[src/rtl/sdr_pkg.sv]
package sdr_pkg;
  localparam int ADDR_W = 14;
  localparam int HALF_W = 7;
  localparam int ROW_LSB = 0;
  localparam int COL_LSB = 7;
  localparam int REFRESH_MS = 2;
  localparam int CLK_HZ = 50000000;
  localparam int REFRESH_CYC = REFRESH_MS * (CLK_HZ / 1000);
  typedef enum logic [2:0] {
    SDR_IDLE = 3'b000,
    SDR_ROW = 3'b001,
    SDR_RAS = 3'b011,
    SDR_COL = 3'b010,
    SDR_CAS = 3'b110,
    SDR_END = 3'b111
  } sdr_state_e;
endpackage

[src/rtl/sdr_ctrl.sv]
`timescale 1ns/10ps
module sdr_ctrl
  import sdr_pkg::*;
(
  input wire logic sys_clk_i,
  input wire logic arst_n_i,
  input wire logic video_phase_clock_i,
  input wire logic cpu_req_i,
  input wire logic cpu_wr_n_i,
  input wire logic refresh_indication_i,
  input wire logic lower_bank_select_i,
  input wire logic upper_bank_select_i,
  input wire logic [ADDR_W-1:0] cpu_addr_i,
  input wire logic [ADDR_W-1:0] video_addr_i,
  input wire logic cpu_data_i,
  input wire logic lower_dout_i,
  input wire logic upper_dout_i,
  input wire logic upper_bank_read_enable_n_i,
  output logic [HALF_W-1:0] ram_addr_o,
  output logic ras_n_o,
  output logic cas_lower_n_o,
  output logic cas_upper_n_o,
  output logic ram_wr_n_o,
  output logic ram_din_o,
  output logic cpu_rdata_o,
  output logic cpu_rdata_oe_o,
  output logic video_rdata_o,
  output logic busy_o
);

  typedef struct packed {
    sdr_state_e st;
    logic [ADDR_W-1:0] addr;
    logic is_video;
    logic is_refresh_indication;
    logic wr;
    logic lo_sel;
    logic hi_sel;
    logic [HALF_W-1:0] ram_addr;
    logic ras_n;
    logic cas_lo_n;
    logic cas_hi_n;
    logic wr_n;
    logic din;
    logic lo_latch;
    logic hi_latch;
    logic vid_latch;
  } sdr_s;

  logic rst_sync1_ff;
  logic rst_sync2_ff;
  sdr_s st_ff;
  sdr_s nxt_st;
  logic start;

  // Decoded request of the slot now offered
  logic take_refresh_indication;
  logic take_video;
  logic take_cpu;
  logic take_wr;
  logic take_lo;
  logic take_hi;
  logic [ADDR_W-1:0] take_addr;

  // Halves of the address held for this cycle
  logic [HALF_W-1:0] row_half;
  logic [HALF_W-1:0] col_half;

  ////////////////////////////////////////////////////////////////////////
  always_ff @(posedge sys_clk_i or negedge arst_n_i) begin
    if (!arst_n_i) begin
      rst_sync1_ff <= 1'b0;
      rst_sync2_ff <= 1'b0;
    end else begin
      rst_sync1_ff <= 1'b1;
      rst_sync2_ff <= rst_sync1_ff;
    end
  end

  ////////////////////////////////////////////////////////////////////////
  // Refresh wins over video, video over the processor
  always_comb begin
    take_refresh_indication = 1'b0;
    take_video = 1'b0;
    take_cpu = 1'b0;
    if (refresh_indication_i) begin
      take_refresh_indication = 1'b1;
    end else if (video_phase_clock_i) begin
      take_video = 1'b1;
    end else if (cpu_req_i) begin
      take_cpu = 1'b1;
    end
  end

  // Refresh needs no counter here; the processor paces it
  assign start = take_refresh_indication | take_video | take_cpu;

  // Video slot picks the video address, else the processor
  always_comb begin
    if (take_video) begin
      take_addr = video_addr_i;
    end else begin
      take_addr = cpu_addr_i;
    end
  end

  // Refresh and video cycles never write
  assign take_wr = ~cpu_wr_n_i & take_cpu;
  assign take_lo = take_video | lower_bank_select_i;
  assign take_hi = ~take_video & upper_bank_select_i;

  assign row_half = st_ff.addr[ROW_LSB +: HALF_W];
  assign col_half = st_ff.addr[COL_LSB +: HALF_W];

  ////////////////////////////////////////////////////////////////////////
  always_comb begin
    nxt_st = st_ff;
    unique case (st_ff.st)

      // Request, address and bank inputs are taken on the edge that leaves idle
      SDR_IDLE: begin
        nxt_st.ras_n = 1'b1;
        nxt_st.cas_lo_n = 1'b1;
        nxt_st.cas_hi_n = 1'b1;
        nxt_st.wr_n = 1'b1;
        if (start) begin
          nxt_st.is_video = take_video;
          nxt_st.is_refresh_indication = take_refresh_indication;
          nxt_st.addr = take_addr;
          nxt_st.wr = take_wr;
          nxt_st.lo_sel = take_lo;
          nxt_st.hi_sel = take_hi;
          nxt_st.st = SDR_ROW;
        end else begin
          nxt_st.st = SDR_IDLE;
        end
      end

      // Row half settles a full cycle before the row strobe
      SDR_ROW: begin
        nxt_st.ram_addr = row_half;
        nxt_st.din = cpu_data_i;
        nxt_st.ras_n = 1'b1;
        nxt_st.cas_lo_n = 1'b1;
        nxt_st.cas_hi_n = 1'b1;
        nxt_st.wr_n = 1'b1;
        nxt_st.st = SDR_RAS;
      end

      // Row strobe falls on both banks; address still holds the row
      SDR_RAS: begin
        nxt_st.ram_addr = row_half;
        nxt_st.ras_n = 1'b0;
        nxt_st.cas_lo_n = 1'b1;
        nxt_st.cas_hi_n = 1'b1;
        nxt_st.wr_n = 1'b1;
        if (st_ff.is_refresh_indication) begin
          // Row only: no column and no transfer
          nxt_st.st = SDR_END;
        end else begin
          nxt_st.st = SDR_COL;
        end
      end

      // Column half only once the row strobe is down
      SDR_COL: begin
        nxt_st.ram_addr = col_half;
        nxt_st.ras_n = 1'b0;
        nxt_st.cas_lo_n = 1'b1;
        nxt_st.cas_hi_n = 1'b1;
        nxt_st.wr_n = ~st_ff.wr;
        nxt_st.st = SDR_CAS;
      end

      // Column strobe doubles as the bank select
      SDR_CAS: begin
        nxt_st.ram_addr = col_half;
        nxt_st.ras_n = 1'b0;
        nxt_st.cas_lo_n = ~st_ff.lo_sel;
        nxt_st.cas_hi_n = ~st_ff.hi_sel;
        nxt_st.wr_n = ~st_ff.wr;
        nxt_st.st = SDR_END;
      end

      // Chip drives its output while both strobes are still low
      SDR_END: begin
        if (!st_ff.is_refresh_indication && !st_ff.wr) begin
          if (st_ff.is_video) begin
            nxt_st.vid_latch = lower_dout_i;
          end else begin
            nxt_st.lo_latch = lower_dout_i;
            nxt_st.hi_latch = upper_dout_i;
          end
        end
        nxt_st.ras_n = 1'b1;
        nxt_st.cas_lo_n = 1'b1;
        nxt_st.cas_hi_n = 1'b1;
        nxt_st.wr_n = 1'b1;
        nxt_st.st = SDR_IDLE;
      end

      // Two codes are unused; fall back with strobes released
      default: begin
        nxt_st.ras_n = 1'b1;
        nxt_st.cas_lo_n = 1'b1;
        nxt_st.cas_hi_n = 1'b1;
        nxt_st.wr_n = 1'b1;
        nxt_st.st = SDR_IDLE;
      end
    endcase
  end

  always_ff @(posedge sys_clk_i or negedge rst_sync2_ff) begin
    if (!rst_sync2_ff) begin
      // Strobes idle high so no chip sees a stray cycle
      st_ff <= '{
        st: SDR_IDLE,
        ras_n: 1'b1,
        cas_lo_n: 1'b1,
        cas_hi_n: 1'b1,
        wr_n: 1'b1,
        default: '0
      };
    end else begin
      st_ff <= nxt_st;
    end
  end

  ////////////////////////////////////////////////////////////////////////
  assign ram_addr_o = st_ff.ram_addr;
  assign ras_n_o = st_ff.ras_n;
  assign cas_lower_n_o = st_ff.cas_lo_n;
  assign cas_upper_n_o = st_ff.cas_hi_n;
  assign ram_wr_n_o = st_ff.wr_n;
  assign ram_din_o = st_ff.din;

  // Upper latch only owns the bus under its enable
  always_comb begin
    if (upper_bank_read_enable_n_i) begin
      cpu_rdata_o = st_ff.lo_latch;
    end else begin
      cpu_rdata_o = st_ff.hi_latch;
    end
  end

  assign cpu_rdata_oe_o = ~upper_bank_read_enable_n_i;
  assign video_rdata_o = st_ff.vid_latch;
  assign busy_o = (st_ff.st != SDR_IDLE);

endmodule

[config.mk]
export PLATFORM = sky130hd
export DESIGN_NAME = sdr_ctrl
export DESIGN_NICKNAME = d
export VERILOG_FILES = /design/src/rtl/sdr_pkg.sv /design/src/rtl/sdr_ctrl.sv
export SDC_FILE = /design/constraint.sdc
export NUM_CORES = 1
export LEC_CHECK = 0
export ABC_AREA = 1
export BUFFER_PORTS_ARGS = -buffer_cell sky130_fd_sc_hd__buf_2
export CAP_MARGIN = 20
export CORE_MARGIN = 1
export CORE_UTILIZATION = 57
export CTS_BUF_LIST = sky130_fd_sc_hd__clkbuf_2
export DETAILED_ROUTE_END_ITERATION = 7
export PLACE_DENSITY = 0.94
export SLEW_MARGIN = 20
export SYNTH_ARGS = -nofsm -noshare
export SYNTH_HDL_FRONTEND = slang
export SYNTH_SLANG_ARGS = --single-unit
export TNS_END_PERCENT = 20
[constraint.sdc]
create_clock -name sys_clk_i -period 2.3 [get_ports sys_clk_i]
set_clock_uncertainty 0.15 [all_clocks]
set_input_delay 0.46 -clock sys_clk_i [delete_from_list [all_inputs] [get_ports sys_clk_i]]
set_output_delay 0.46 -clock sys_clk_i [all_outputs]
set_load 0.05 [all_outputs]
Word-level counts from Yosys, hierarchy flattened
Cells that the tools add are included.
Storage, ports and cells
  bits in writable memories: 0
  memories kept: 0
  word-level logic and storage cells: 59
  register bits: 39
  bits in latches: 0
  bits in read-only memories: 0
  input bits: 40
Operators by class
  reductions and logical operators: 11
  shift operators: 0
  divide/modulo/power cells: 0
  equal/unequal tests: 5
  $lt $le $gt $ge: 0
  multiply operators: 0
  bitwise logic cells: 12
  mux-type cells: 13
  add/subtract/negate cells: 0
Operator list (number)
  one-hot mux 3 bit (5 select lines): 1
  two-way mux 14 bit: 1
  one-hot mux 7 bit (2 select lines): 1
  one-hot mux 4 bit (3 select lines): 1
  two-way mux 1 bit: 8
  inverter 1 bit: 7
  equality test 3 x 2 -> 1 bit (second input constant): 2
  equality test 3 bit (second input constant): 2
  AND reduction 3 bit: 2
  OR reduction 2 bit: 2
  equality test 3 x 1 -> 1 bit (second input constant): 1
  zero test 3 bit: 1
  two-way mux 3 bit: 1
  OR 1 bit: 3
  nonzero test 3 bit: 1
  AND 1 bit: 2
  zero test 1 bit: 2
  AND reduction 2 bit: 1
  nonzero test 2 bit: 1
  logical AND 1 bit: 1

Depth between registers and ports, before layout
  depth in word-level cells: 6
  gate-level depth with buffers: 7
  depth with buffers taken out: 6

Worst setup path before layout
OpenSTA, ideal clock, no wires.
  kind: input-to-output
  start point: in upper_bank_read_enable_n_i
  end point: out cpu_rdata_o
  stages on the path: 3
  arrival: 1217 ps
  setup slack: 473 ps
  required time: 1690 ps
  cells stage by stage: inv_1 -> nand2_1 -> nand2_1
On the way
  longest elaborated chain between the ends: 1
RTL lines
  start: declaration: RTL line sdr_ctrl.sv:18  | input wire logic upper_bank_read_enable_n_i,
  two-way mux 1 bit: RTL line sdr_ctrl.sv:239  | if (upper_bank_read_enable_n_i) begin
  end: declaration: RTL line sdr_ctrl.sv:25  | output logic cpu_rdata_o,
Every way passes these cells.

Worst setup path in the final report
  start point: reg st_ff[35] (netlist bit)
  end point: out busy_o
On the way
  longest elaborated chain between the ends: 1
RTL lines
  start: declaration: RTL line sdr_ctrl.sv:52  | sdr_s st_ff;
  start signal: assignment: RTL line sdr_ctrl.sv:216  | st_ff <= '{
  start signal: assignment: RTL line sdr_ctrl.sv:225  | st_ff <= nxt_st;
  nonzero test 3 bit: RTL line sdr_ctrl.sv:248  | assign busy_o = (st_ff.st != SDR_IDLE);
  end: declaration: RTL line sdr_ctrl.sv:28  | output logic busy_o
Every way passes these cells.

==> flow_summary.toml <==
[synthesis]
async_flop_share = 1.00
yosys-top-cells-area = "dfrtp_1, nand2_1, nand3_1"
synth_common_cells = "nand2_1, nand3_1, dfrtp_1, inv_1"
synth_edf_count = 0
syn_area_mm2 = 0.00194
ys_seq_area_frac = 0.506
yosysWarningCount = 0
yosysTopAreaCell = "dfrtp_1"
ys_types = 19
yosysMostFrequentCell = "nand2_1"
syn_inst = 253
ys_seq_elements = 39
synth_top_cell_area_share = 0.452
synth_nets = 293
synth_area_per_cell_um2 = 7.67
synth_flop_cell = "dfrtp_1"

[critical_path]
cp-start-kind = "flop"
rrSetupSlack_ns = 0.40
critical_path_arrival_ns = 1.33
ff2ff_path_depth = 5
end_kind = "primary output"
reg2reg_from = "st_ff[35]"
crit_fanout = 7
max_stage_delay_ns = 0.49
r2r_end = "col_half[2]"
crit_slowest_cell = "dfrtp_1"
crit_chain = "nor3_2 > inv_1 > buf_2"
path_class = "reg2out"
required_ns = 1.69

[global_routing]
grtUsageTotal = 0.221
antenna_found_initial = 0
grt_overflow = 0
use_met3 = 0.0256
grt_use_met1 = 0.335
grt_pass1_vias = 1398
grt_busiest_layer = "met1"
use_met2 = 0.331
grt_max_degree = 38
grt_pass1_wl_um = 6050

[layout]
fillers = 264
nNetsFinal = 339
antenna-diode-count = 0
areaGrowthSynthToFinish_pct = 14.3
register_area_um2 = 981
final_layout_size_suffix_gt1_frac = 0.260
layoutNonFillerInstCount = 344
multiInputGateArea_um2 = 767

[sta]
setup_viol = 0
maxSlewViolCount = 0
tightest_slew_ns = 0.616
tns_ns = 0
rsz0062_at_grt = "no"
min_period_ns = 1.94
fmax_mhz = 516
whs_ns = 0.133
relSlewSlack = 0.588
fin_crit_sh = 0.843
fin_ws_ns = 0.361
hold_violations = 0

[place]
dp_hpwl_um = 2620
portBuffers = 55
place_ws_ns = 0.248
place_congestion = 0.768
dp_cells = 335

[clock_tree]
post_cts_buffers = 0
clockBufferDepth = 2
cts_htree_levels = 2
cts_resized = 0
clk-insertion-delay-late_ns = 0.36
cts_tree = "built"
cts.clk_slew.worst_paths_ns = 0.18
cts_root_buffer = "clkbuf_2"
cts.sinks = 39
cts_buffers = 5

[power_and_ir_drop]
p_leak_uw = 0.00126
powerDensity_mw_per_mm2 = 1300
peakVddDrop_mv = 0.578

[detailed_routing]
first_iter_violations = 66
detail-route-antenna-nets = 0
routed_via_density = 4.78
dr.pass1.iters = 4
drc_errors = 0
finalWirelength_um = 3470
vias = 1644
wl_per_cell_um = 10.1

[floorplanning]
dieHeight_um = 60.3
rows = 20
dieArea_mm2 = 0.00364
die_w_um = 60.3
io-pin-count = 56
core-area_mm2 = 0.00313
start_util = 0.620

[worst_hold_path]
hp-class = "reg2async"

[flow_run]
cap_viol_max_count = 0

[run_status]
status = "complete, no violations"
area by class of cell:
type / instances / share of cell area
clock inverters: 2 / 0.00564
well taps: 44 / 0.0248
inverters: 19 / 0.0322
repair buffers: 58 / 0.135
multi-input cells: 176 / 0.346
clock buffers: 6 / 0.0135
flip-flops and latches: 39 / 0.442
where the power goes:
part	switching, µW	internal (µW)	leakage, µW
Combinational	1020	391	0.000761
Sequential	184	998	0.000473
Clock	208	77.8	0.0000290
metrics by stage:
stage / power [µW] / instance area, µm² / utilization
finish: 2870 / 2220 / 0.709
global route: 3120 / 2220 / 0.709
CTS: 2880 / 2220 / 0.709
detailed placement: 2600 / 2160 / 0.692
global placement: 2530 / 2160 / 0.692
floorplan: 2400 / 1940 / -
worst max path at each step:
stage | start | to | slack (ns) | cells past startpoint
2_1_floorplan | upper_bank_read_enable_n_i | cpu_rdata_o | 0.47 | 3
3_3_place_gp | video_phase_clock_i | st_ff[19] | 0.39 | 6
3_5_place_dp | video_phase_clock_i | st_ff[16] | 0.25 | 6
4_1_cts | st_ff[36] | busy_o | 0.35 | 3
5_1_grt | st_ff[35] | col_half[2] | 0.25 | 5
6_report | st_ff[35] | busy_o | 0.36 | 3
kinds of logic (layout without fill, tap and decap cells):
logic type / after synthesis / after routing / synth area share
flip-flops: 39 / 39 / 0.506
other: 1 / 1 / 0.00193
buffers and inverters: 38 / 85 / 0.0987
AO/OA/AOI/OAI: 10 / 10 / 0.0258
AND/OR/NAND/NOR: 165 / 165 / 0.368
what timing repair did:
action / in CTS / in global routing
endpoints found under the hold margin: 2 / 0
setup endpoints to repair: 0 / 0
hold buffers: 1 / 0
layout by cell type, fill, tap and decap left out:
master,instances
dfstp_2,4
nand3_1,43
buf_4,2
nand4_1,3
clkbuf_2,6
nor2_4,1
inv_2,1
o21ai_0,6
nand2_2,4
conb_1,1
clkinvlp_4,1
inv_1,18
nand2_1,99
nor2_1,11
dfrtp_1,35
clkinv_2,1
nand3b_1,1
dlygate4sd3_1,1
buf_2,55
o21ai_1,4
nor3_2,1
nor2_2,2
layer usage:
metal	routed length (µm)	vias up
li1	-	878
met1	1740	707
met2	1500	55
met3	177	4
met4	47	0
met5	0	-
flip-flops by register name, summed over array words and instances (netlist names):
signal	count
rst_sync2_ff	1
row_half	7
cas_upper_n_o	1
video_rdata_o	1
ram_addr_o	7
cas_lower_n_o	1
ram_wr_n_o	1
col_half	7
ram_din_o	1
ras_n_o	1
st_ff	10
rst_sync1_ff	1
critical path: cells and delay by family, from the launching register on:
kind          cells  cell delay (ns)
simple gates      1             0.20
flops             1             0.49
buf+inv           2             0.27
(Power assumes the default switching activity.)
